**src/verilog/prog_access_pkg.sv**
```systemverilog
// Constants and register layout for the program-space data access bridge.
// Assumes a single 50 MHz instruction clock and a synchronous reset.
package prog_access_pkg;

    // ------------------------------------------------------------
    // Register map
    // ------------------------------------------------------------
    localparam logic [15:0] TABLE_PAGE_OFFSET = 16'h0032;
    localparam logic [15:0] WINDOW_PAGE_OFFSET = 16'h0034;
    localparam logic [15:0] CORE_CONTROL_OFFSET = 16'h0044;
    localparam logic [15:0] TABLE_PAGE_RESET = 16'h0000;
    localparam logic [15:0] WINDOW_PAGE_RESET = 16'h0000;
    localparam logic [15:0] CORE_CONTROL_RESET = 16'h0020;
    localparam logic [15:0] CORE_CONTROL_MASK = 16'h1FFF;
    localparam int WINDOW_ENABLE_BIT = 2;
    localparam int CONFIG_SPACE_BIT = 7;

    // ------------------------------------------------------------
    // Address layout
    // ------------------------------------------------------------
    localparam int PAGE_WIDTH = 8;
    localparam int OFFSET_WIDTH = 15;
    localparam int DATA_ADDR_MSB = 15;
    localparam int PROG_ADDR_WIDTH = 24;
    localparam int PROG_WORD_WIDTH = 24;

    // ------------------------------------------------------------
    // Operations and extra-cycle counts
    // ------------------------------------------------------------
    typedef enum logic [2:0] {
        OP_NONE,
        OP_TABLE_READ_LOW,
        OP_TABLE_READ_HIGH,
        OP_TABLE_WRITE_LOW,
        OP_TABLE_WRITE_HIGH,
        OP_DATA_READ
    } op_e;

    localparam logic [1:0] EXTRA_MOVE = 2'h1;
    localparam logic [1:0] EXTRA_OTHER = 2'h2;
    localparam logic [1:0] EXTRA_NONE = 2'h0;

endpackage

```
**src/verilog/program_space_data_access.sv**
```systemverilog
// Bridge that lets the CPU data path read program memory as data,
// by table operations or through the program window.
// Assumes a flash array answering a fetch in the same cycle as the request.
`timescale 1ns/1ps

module program_space_data_access
    import prog_access_pkg::*;
#(
    parameter int DATA_WIDTH = 16
)
(
    // Clock and reset
    input wire logic mclk,
    input wire logic reset_n,
    // Register port
    input wire logic [15:0] regAddr,
    input wire logic [15:0] regWriteData,
    input wire logic regWrite,
    input wire logic regRead,
    output logic [15:0] regReadData,
    // CPU request
    input wire logic cpuRequest,
    input wire logic [2:0] cpuOp,
    input wire logic byteMode,
    input wire logic [15:0] effectiveAddress,
    input wire logic [15:0] cpuWriteData,
    input wire logic isMove,
    input wire logic inRepeat,
    input wire logic repeatFirst,
    input wire logic repeatLast,
    input wire logic repeatIntExit,
    input wire logic repeatReentry,
    // CPU answer
    output logic cpuDone,
    output logic [15:0] cpuReadData,
    output logic windowHit,
    output logic [1:0] stallCycles,
    output logic busy,
    // Program flash
    output logic flashRequest,
    output logic flashWrite,
    output logic flashHighByte,
    output logic [23:0] flashAddr,
    output logic [15:0] flashWriteData,
    output logic configSpace,
    input wire logic [23:0] flashReadData
);

    // ------------------------------------------------------------
    // Elaboration check
    // ------------------------------------------------------------
    if (DATA_WIDTH != 16)
    begin : g_bad_width
        $error("DATA_WIDTH must be 16");
    end

    // ------------------------------------------------------------
    // State
    // ------------------------------------------------------------
    typedef enum logic [2:0] {
        ST_IDLE,
        ST_TABLE_WAIT,
        ST_WINDOW_FETCH1,
        ST_WINDOW_FETCH2,
        ST_STRETCH
    } state_e;

    typedef struct packed {
        state_e state;
        logic [15:0] tablePage;
        logic [15:0] windowPage;
        logic [15:0] coreControl;
        logic [15:0] regReadData;
        logic cpuDone;
        logic [15:0] cpuReadData;
        logic windowHit;
        logic [1:0] stallCycles;
        logic [1:0] stretchLeft;
        logic busy;
        logic flashRequest;
        logic flashWrite;
        logic flashHighByte;
        logic [23:0] flashAddr;
        logic [15:0] flashWriteData;
        logic configSpace;
        logic [2:0] op;
        logic byteSel;
        logic byteMode;
    } state_s;

    state_s cur;
    state_s next_cur;
    logic [1:0] extraCycles;

    stretch_calc u_stretch (
        .isMove(isMove),
        .inRepeat(inRepeat),
        .repeatFirst(repeatFirst),
        .repeatLast(repeatLast),
        .repeatIntExit(repeatIntExit),
        .repeatReentry(repeatReentry),
        .extraCycles(extraCycles)
    );

    // ------------------------------------------------------------
    // Helpers
    // ------------------------------------------------------------
    // Word-aligned program address; the two spaces share it
    function automatic logic [23:0] table_address(input logic [15:0] page,
                                                 input logic [15:0] ea);
        table_address = {page[PAGE_WIDTH-1:0], ea[15:1], 1'b0};
    endfunction

    // Shape the flash word into read data per operation and mode
    function automatic logic [15:0] shape_read(input logic [2:0] op,
                                              input logic bmode,
                                              input logic bsel,
                                              input logic [23:0] word);
        shape_read = 16'h0000;
        if (op == OP_TABLE_READ_LOW)
        begin
            if (!bmode)
            begin
                shape_read = word[15:0];
            end
            else if (bsel)
            begin
                shape_read = {8'h00, word[15:8]};
            end
            else
            begin
                shape_read = {8'h00, word[7:0]};
            end
        end
        else if (op == OP_TABLE_READ_HIGH)
        begin
            if (!bmode || !bsel)
            begin
                shape_read = {8'h00, word[23:16]};
            end
            else
            begin
                shape_read = 16'h0000;
            end
        end
        else
        begin
            shape_read = word[15:0];
        end
    endfunction

    // ------------------------------------------------------------
    // Next state
    // ------------------------------------------------------------
    always_comb
    begin
        logic isTable;
        logic isWindow;
        isTable = 1'b0;
        isWindow = 1'b0;
        next_cur = cur;
        next_cur.cpuDone = 1'b0;
        next_cur.flashRequest = 1'b0;
        next_cur.regReadData = 16'h0000;

        // Register writes
        if (regWrite)
        begin
            if (regAddr == TABLE_PAGE_OFFSET)
            begin
                next_cur.tablePage = {8'h00, regWriteData[7:0]};
            end
            else if (regAddr == WINDOW_PAGE_OFFSET)
            begin
                next_cur.windowPage = {8'h00, regWriteData[7:0]};
            end
            else if (regAddr == CORE_CONTROL_OFFSET)
            begin
                next_cur.coreControl = regWriteData & CORE_CONTROL_MASK;
            end
        end

        // Register reads, unmapped reads return zero
        if (regRead)
        begin
            if (regAddr == TABLE_PAGE_OFFSET)
            begin
                next_cur.regReadData = cur.tablePage;
            end
            else if (regAddr == WINDOW_PAGE_OFFSET)
            begin
                next_cur.regReadData = cur.windowPage;
            end
            else if (regAddr == CORE_CONTROL_OFFSET)
            begin
                next_cur.regReadData = cur.coreControl;
            end
        end

        case (cur.state)
            ST_IDLE:
            begin
                isTable = cpuOp == OP_TABLE_READ_LOW || cpuOp == OP_TABLE_READ_HIGH
                    || cpuOp == OP_TABLE_WRITE_LOW || cpuOp == OP_TABLE_WRITE_HIGH;
                isWindow = cpuOp == OP_DATA_READ && effectiveAddress[DATA_ADDR_MSB]
                    && cur.coreControl[WINDOW_ENABLE_BIT];
                if (cpuRequest && isTable)
                begin
                    next_cur.state = ST_TABLE_WAIT;
                    next_cur.busy = 1'b1;
                    next_cur.op = cpuOp;
                    next_cur.byteMode = byteMode;
                    next_cur.byteSel = effectiveAddress[0];
                    next_cur.flashRequest = 1'b1;
                    next_cur.flashWrite = cpuOp == OP_TABLE_WRITE_LOW
                        || cpuOp == OP_TABLE_WRITE_HIGH;
                    next_cur.flashHighByte = cpuOp == OP_TABLE_READ_HIGH
                        || cpuOp == OP_TABLE_WRITE_HIGH;
                    next_cur.flashAddr = table_address(cur.tablePage, effectiveAddress);
                    next_cur.flashWriteData = cpuWriteData;
                    next_cur.configSpace = cur.tablePage[CONFIG_SPACE_BIT];
                    next_cur.windowHit = 1'b0;
                end
                else if (cpuRequest && isWindow)
                begin
                    next_cur.state = ST_WINDOW_FETCH1;
                    next_cur.busy = 1'b1;
                    next_cur.op = OP_DATA_READ;
                    next_cur.windowHit = 1'b1;
                    next_cur.flashRequest = 1'b1;
                    next_cur.flashWrite = 1'b0;
                    next_cur.flashHighByte = 1'b0;
                    next_cur.configSpace = 1'b0;
                    next_cur.flashAddr = {cur.windowPage[PAGE_WIDTH-1:0],
                        effectiveAddress[OFFSET_WIDTH-1:0], 1'b0};
                    next_cur.stallCycles = extraCycles;
                    next_cur.stretchLeft = extraCycles;
                end
                else if (cpuRequest)
                begin
                    // Ordinary data access is not ours; acknowledge at once
                    next_cur.cpuDone = 1'b1;
                    next_cur.cpuReadData = 16'h0000;
                    next_cur.windowHit = 1'b0;
                    next_cur.stallCycles = EXTRA_NONE;
                end
            end
            ST_TABLE_WAIT:
            begin
                next_cur.state = ST_IDLE;
                next_cur.busy = 1'b0;
                next_cur.cpuDone = 1'b1;
                next_cur.stallCycles = EXTRA_NONE;
                next_cur.cpuReadData = cur.flashWrite ? 16'h0000
                    : shape_read(cur.op, cur.byteMode, cur.byteSel, flashReadData);
            end
            ST_WINDOW_FETCH1:
            begin
                // Second fetch is the reason a window read adds a cycle
                next_cur.state = ST_WINDOW_FETCH2;
                next_cur.flashRequest = 1'b1;
            end
            ST_WINDOW_FETCH2:
            begin
                next_cur.cpuReadData = shape_read(OP_DATA_READ, 1'b0, 1'b0,
                    flashReadData);
                if (cur.stretchLeft > 2'h1)
                begin
                    next_cur.state = ST_STRETCH;
                    next_cur.stretchLeft = cur.stretchLeft - 2'h1;
                end
                else
                begin
                    next_cur.state = ST_IDLE;
                    next_cur.busy = 1'b0;
                    next_cur.cpuDone = 1'b1;
                end
            end
            ST_STRETCH:
            begin
                next_cur.state = ST_IDLE;
                next_cur.busy = 1'b0;
                next_cur.cpuDone = 1'b1;
                next_cur.stretchLeft = 2'h0;
            end
            default:
            begin
                next_cur.state = ST_IDLE;
            end
        endcase
    end

    // ------------------------------------------------------------
    // Registers
    // ------------------------------------------------------------
    always_ff @(posedge mclk)
    begin
        if (!reset_n)
        begin
            cur <= '0;
            cur.state <= ST_IDLE;
            cur.tablePage <= TABLE_PAGE_RESET;
            cur.windowPage <= WINDOW_PAGE_RESET;
            cur.coreControl <= CORE_CONTROL_RESET;
        end
        else
        begin
            cur <= next_cur;
        end
    end

    // ------------------------------------------------------------
    // Outputs
    // ------------------------------------------------------------
    assign regReadData = cur.regReadData;
    assign cpuDone = cur.cpuDone;
    assign cpuReadData = cur.cpuReadData;
    assign windowHit = cur.windowHit;
    assign stallCycles = cur.stallCycles;
    assign busy = cur.busy;
    assign flashRequest = cur.flashRequest;
    assign flashWrite = cur.flashWrite;
    assign flashHighByte = cur.flashHighByte;
    assign flashAddr = cur.flashAddr;
    assign flashWriteData = cur.flashWriteData;
    assign configSpace = cur.configSpace;

endmodule

```
**src/verilog/stretch_calc.sv**
```systemverilog
// Extra-cycle calculator for instructions that read through the window.
// Assumes repeat-loop status inputs are stable while a request is raised.
`timescale 1ns/1ps

module stretch_calc
    import prog_access_pkg::*;
(
    // Instruction context
    input wire logic isMove,
    input wire logic inRepeat,
    input wire logic repeatFirst,
    input wire logic repeatLast,
    input wire logic repeatIntExit,
    input wire logic repeatReentry,
    // Result
    output logic [1:0] extraCycles
);

    always_comb
    begin
        if (!inRepeat)
        begin
            extraCycles = isMove ? EXTRA_MOVE : EXTRA_OTHER;
        end
        else if (repeatFirst || repeatLast || repeatIntExit || repeatReentry)
        begin
            extraCycles = EXTRA_OTHER;
        end
        else
        begin
            extraCycles = EXTRA_NONE;
        end
    end

endmodule
```
**config.mk**
```make
export PLATFORM = sky130hd
export DESIGN_NAME = program_space_data_access
export DESIGN_NICKNAME = d
export VERILOG_FILES = /design/src/verilog/prog_access_pkg.sv /design/src/verilog/program_space_data_access.sv /design/src/verilog/stretch_calc.sv
export SDC_FILE = /design/constraint.sdc
export NUM_CORES = 1
export LEC_CHECK = 0
export ABC_AREA = 1
export BUFFER_PORTS_ARGS = -buffer_cell sky130_fd_sc_hd__buf_4
export CAP_MARGIN = 40
export CORE_MARGIN = 2
export CORE_UTILIZATION = 52
export DETAILED_ROUTE_END_ITERATION = 8
export PLACE_DENSITY = 0.83
export SLEW_MARGIN = 20
export SYNTH_ARGS = -nofsm -noshare
export SYNTH_HDL_FRONTEND = slang
export SYNTH_SLANG_ARGS = --single-unit
```
**constraint.sdc**
```tcl
create_clock -name mclk -period 1.85 [get_ports mclk]
set_input_delay 0.2775 -clock mclk [delete_from_list [all_inputs] [get_ports mclk]]
set_output_delay 0.2775 -clock mclk [all_outputs]
set_load 0.01 [all_outputs]
```
### After elaboration in Yosys (flattened, before gate mapping)

Cells that the tools add are included.

* bits in registers: 120
* logic and storage cells: 121
* output and inout port bits: 81

* $lt $le $gt $ge: 1
* multiplexer cells: 35
* bitwise operators: 4
* equality and inequality tests: 22
* add/sub/neg operators: 1
* reductions and logical operators: 36

Operators with widths (count)
* two-way mux 16 bit: 4
* case mux 16 bit (3 select lines): 1
* two-way mux 8 bit: 5
* two-way mux 17 bit: 2
* == test 16 x 6 -> 1 bit (second input constant): 2
* two-way mux 30 bit: 1
* two-way mux 28 bit: 1
* two-way mux 20 bit: 1
* == test 16 x 7 -> 1 bit (second input constant): 1
* == test 3 x 2 -> 1 bit (second input constant): 5
* two-way mux 3 bit: 4
* two-way mux 4 bit: 3
* inequality test 2 bit (second input constant): 6
* AND reduction 4 bit: 3
* nonzero test 3 bit: 4
* AND reduction 2 bit: 5
* == test 3 x 1 -> 1 bit (second input constant): 3
* == test 3 bit (second input constant): 3
* logical OR 1 bit: 9
* case mux 3 bit (3 select lines): 1
* AND reduction 3 bit: 3
* two-way mux 2 bit: 4
* inequality test 3 bit (second input constant): 2
* case mux 1 bit (3 select lines): 2
* other kinds (14): 24

### Depth between registers and ports, before layout

* word-level depth: 8
* mapped depth: 10

### Hierarchy

From an unflattened synthesis, not the netlist that was laid out.

* cell total of the unflattened synthesis: 896
* area, all modules: 6005.8 sq um

By module, submodules not included
* program_space_data_access: instances 1, cells an instance 887, area an instance 5972.0 sq um, seq. area each 2322.2 sq um
* stretch_calc: instances 1, cells an instance 9, area an instance 33.8 sq um, seq. area each 0.0 sq um

### Least setup slack after synthesis

Ideal clock, no wire load.

* path kind: register to register
* start point: register cur[90] in the netlist's numbering
* end point: register cur (netlist bit flashAddr[15])
* period minus slack after synthesis: 1.396 ns
* setup slack: 0.454 ns
* path buffers: 3
* cell stages (with the launch flop): 11
* arrival time: 1.280 ns
* library setup time: 0.116 ns
* path through: dfxtp_1 > inv_1 > nor2_1 > nand3_2 > buf_6 > nand2_1 > nand2_1 > buf_6 > buf_6 > nor2_1 > nor2_1

* word-level cells in the longest chain between the ends: 4

Ends and longest elaborated chain
* from (decl): RTL line program_space_data_access.sv:91 `state_s cur;`
* from (signal assigned): RTL line program_space_data_access.sv:308 `cur <= next_cur;`
* logical AND 1 bit: RTL line program_space_data_access.sv:206 `&& cur.coreControl[WINDOW_ENABLE_BIT];`
* logical AND 1 bit: RTL line program_space_data_access.sv:224 `else if (cpuRequest && isWindow)`
* nonzero test 2 bit (no source line)
* AND reduction 2 bit (no source line)

Every way passes these cells.
A chain may end at the register's enable or synchronous reset.

### Worst setup path in the final report

* start point: register cur[136] in the netlist's numbering
* end point: register cur (netlist bit flashWriteData[12])

* word-level cells in the longest chain between the ends: 2

Ends and longest elaborated chain
* logical NOT 3 bit
* AND reduction 2 bit (no source line)

Every way passes these cells.

==> out/qor.yml <==
fmax_ghz: 0.638
crit_type: "flop to flop"
cts_resized: 0
final_cell_mix: "199 x buf_4, 174 x nand2_1, 135 x nor2_1"
syn_to_final_growth_pct: 25.8
grtUsageTotal_pct: 24.8
critical_path_buf_inv_count: 3
p_leak_uw: 0.00356
switching_share_pct: 25.9
synth_top_area_cell: "dfxtp_1"
mostFrequentLayoutCell: "buf_4"
placedInstanceArea_um2: 6850
synth_edf_count: 0
critical_path_arrival_ns: 1.91
setup_tns_ns: 0
die_area_um2: 12200
grt_max_degree: 31
slowest_stage: "dfxtp_1"
seq_area_frac_synth_pct: 39.4
clk_latency_ns: 0.41
netlist_instances: 866
first_pass_iters: 6
fin_crit_sh_pct: 84.7
cts_root_buf: "clkbuf_16"
p_int_uw: 5020
grt_pass1_vias: 5470
startpoint: "cur[136]"
placementRows: 38
synthArstFlopShare_pct: 0
postCtsSetupBuffers: 0
clkSinkCount: 116
skew_ns: 0.00759
max_stage_delay_ns: 0.35
multi_input_area_um2: 2460
rrSetupSlack_ns: 0.28
ys_types: 31
post-route-util_pct: 67.8
htreeDepth: 4
fillers: 986
gp_congestion: 0.906
start_util_pct: 53.9
antenna_found_initial: 0
postCtsHoldBufs: 0
port_buffers: 176
power_switching_uw: 1760
ys_ff_latch: 116
cpLargestDelayFamily: "buffers and inverters"
final_layout_size_suffix_gt1_share_pct: 25.6
drv_slew: 0
viasPerCell: 4.96
outcome: "finished, final reports clean"
fin_area_um2: 7420
die_x_um: 110
regToRegStartpoint: "cur[136]"
clkTransAtPathRegs_ns: 0.06
endpoint_kind: "flop"
syn_area_um2: 5890
hp-start: "cpuWriteData[6]"
min_path_type: "input pin to flop"
finalHoldViolCount: 0
min_period_ns: 1.57
ys.flop_type: "dfxtp_1"
pwr-share-seq_pct: 39.6
setup_viol: 0
final_nets: 1086
power_density_nw_per_um2: 914
rsz0062_at_grt: "no"
cap_violations: 0
die_h_um: 110
routed_wl_um: 14900
dr_total_vias: 5632
crit_required_ns: 2.19
synth_warnings: 0
grt_first_pass_wirelength_um: 25300
clock_power_share_pct: 46.4
wire_per_inst_um: 13.1
synth.top_cell.area_share_pct: 39.4
max-clock-path-buffers: 2
diodes: 0
cp-start-kind: "flop"
place_hpwl_um: 10700
ir_worst_vdd_v: 0.000607
syn_area_per_cell_um2: 6.81
grt.overflow.total: 0
core_area_um2: 10900
synthTopCellsByArea: "dfxtp_1 39%, nand2_1 11%, buf_4 9.9%, nor2_1 8.6%, inv_1 6.4%"
drt-initial-drc-count: 325
crit_chain: "nor2_4 > nand2_2 > inv_2 > nand3_2 > inv_2 > buf_4 > nor2_1 > nor2_1"
cts_tree: "built"
worstPathMaxFanout: 21
drc_errors: 0
regArea_um2: 2320
cts_made_buffers: 17
pin_count: 184
ant_nets: 0
p_comb_share_pct: 14.0
## layout make-up
class,instances,area share [%]
Timing Repair Buffer,199,20.1
Sequential cell,116,31.3
Multi-Input combinational cell,541,33.1
Inverter,107,5.41
Clock buffer,18,5.79
Clock inverter,14,1.87
Tap cell,140,2.36
## worst register-to-register path, cell delays in order (launching register included)
cell     delay (ns)
dfxtp_1        0.35
nor2_4         0.17
nand2_2        0.12
inv_2          0.13
nand3_2        0.10
inv_2          0.30
buf_4          0.21
nor2_1         0.04
nor2_1         0.08
## flip-flops by register name, summed over array words and instances, names as in the netlist
| name | count |
|---|---|
| busy | 1 |
| configSpace | 1 |
| cpuDone | 1 |
| cpuReadData | 16 |
| cur | 39 |
| flashAddr | 23 |
| flashHighByte | 1 |
| flashRequest | 1 |
| flashWrite | 1 |
| flashWriteData | 16 |
| regReadData | 13 |
| stallCycles | 2 |
| windowHit | 1 |
## cell usage after synthesis, types with 2 or more instances
library cell and instances:
nor2_1 135, nor2_4 2, inv_1 101, o21ai_1 17
dfxtp_1 116, nor2_2 4, a21oi_1 57, inv_2 6
nand4_1 11, nand2_1 174, clkbuf_1 15, nand3_2 2
nand2_2 5, o21ai_0 43, nor3_4 2, buf_4 78
buf_6 4, o22ai_1 22, nand3b_1 2, nor3_1 4
buf_2 7, nand3_1 50
## stage by stage
| step | std cells | hold WS [ns] | total power [uW] | setup WS [ns] |
|---|---|---|---|---|
| 2_1_floorplan | 869 | 0.408 | 3350 | 0.454 |
| 3_5_place_dp | 1103 | 0.418 | 3670 | 0.263 |
| 6_report | 1135 | 0.120 | 6780 | 0.282 |
| 4_1_cts | 1135 | 0.111 | 6820 | 0.284 |
| 3_3_place_gp | 1103 | 0.417 | 3650 | 0.291 |
| 5_1_grt | 1135 | 0.139 | 7060 | 0.0482 |
## worst paths after layout
check | to | cells past startpoint
worst max-delay path | flashWriteData[12] | 8
worst min-delay path | flashWriteData[6] | 3
worst max register to register | flashWriteData[12] | 8
worst min register to register | regReadData[11] | 2
## cell families after synthesis
logic type | after synthesis | synth area share [%]
AO/OA/AOI/OAI | 144 | 13.1
adder cells (fa/ha/maj) | 1 | 0.212
AND/OR/NAND/NOR | 392 | 28.1
flip-flops | 116 | 39.4
buffers and inverters | 212 | 19.1
other | 1 | 0.0636
## routing by layer
layer  track usage, %  vias to the layer above  share of wire, %
met2             42.9                      193                49
met1             30.5                     2510                42
met3             4.99                       35               6.6
met4             9.42                        0               2.4
li1                 -                     2894                 -
met5                0                        -                 0
## power groups by stage
stage | sequential, uW | clock, uW | combinational, uW
after floorplan | 2720 | 0 | 628
after global placement | 2730 | 0 | 926
after detailed placement | 2730 | 0 | 940
after CTS | 2680 | 3190 | 948
after global routing | 2700 | 3300 | 1060
final | 2680 | 3150 | 948
Note: power is estimated with default switching activity, not from simulation.
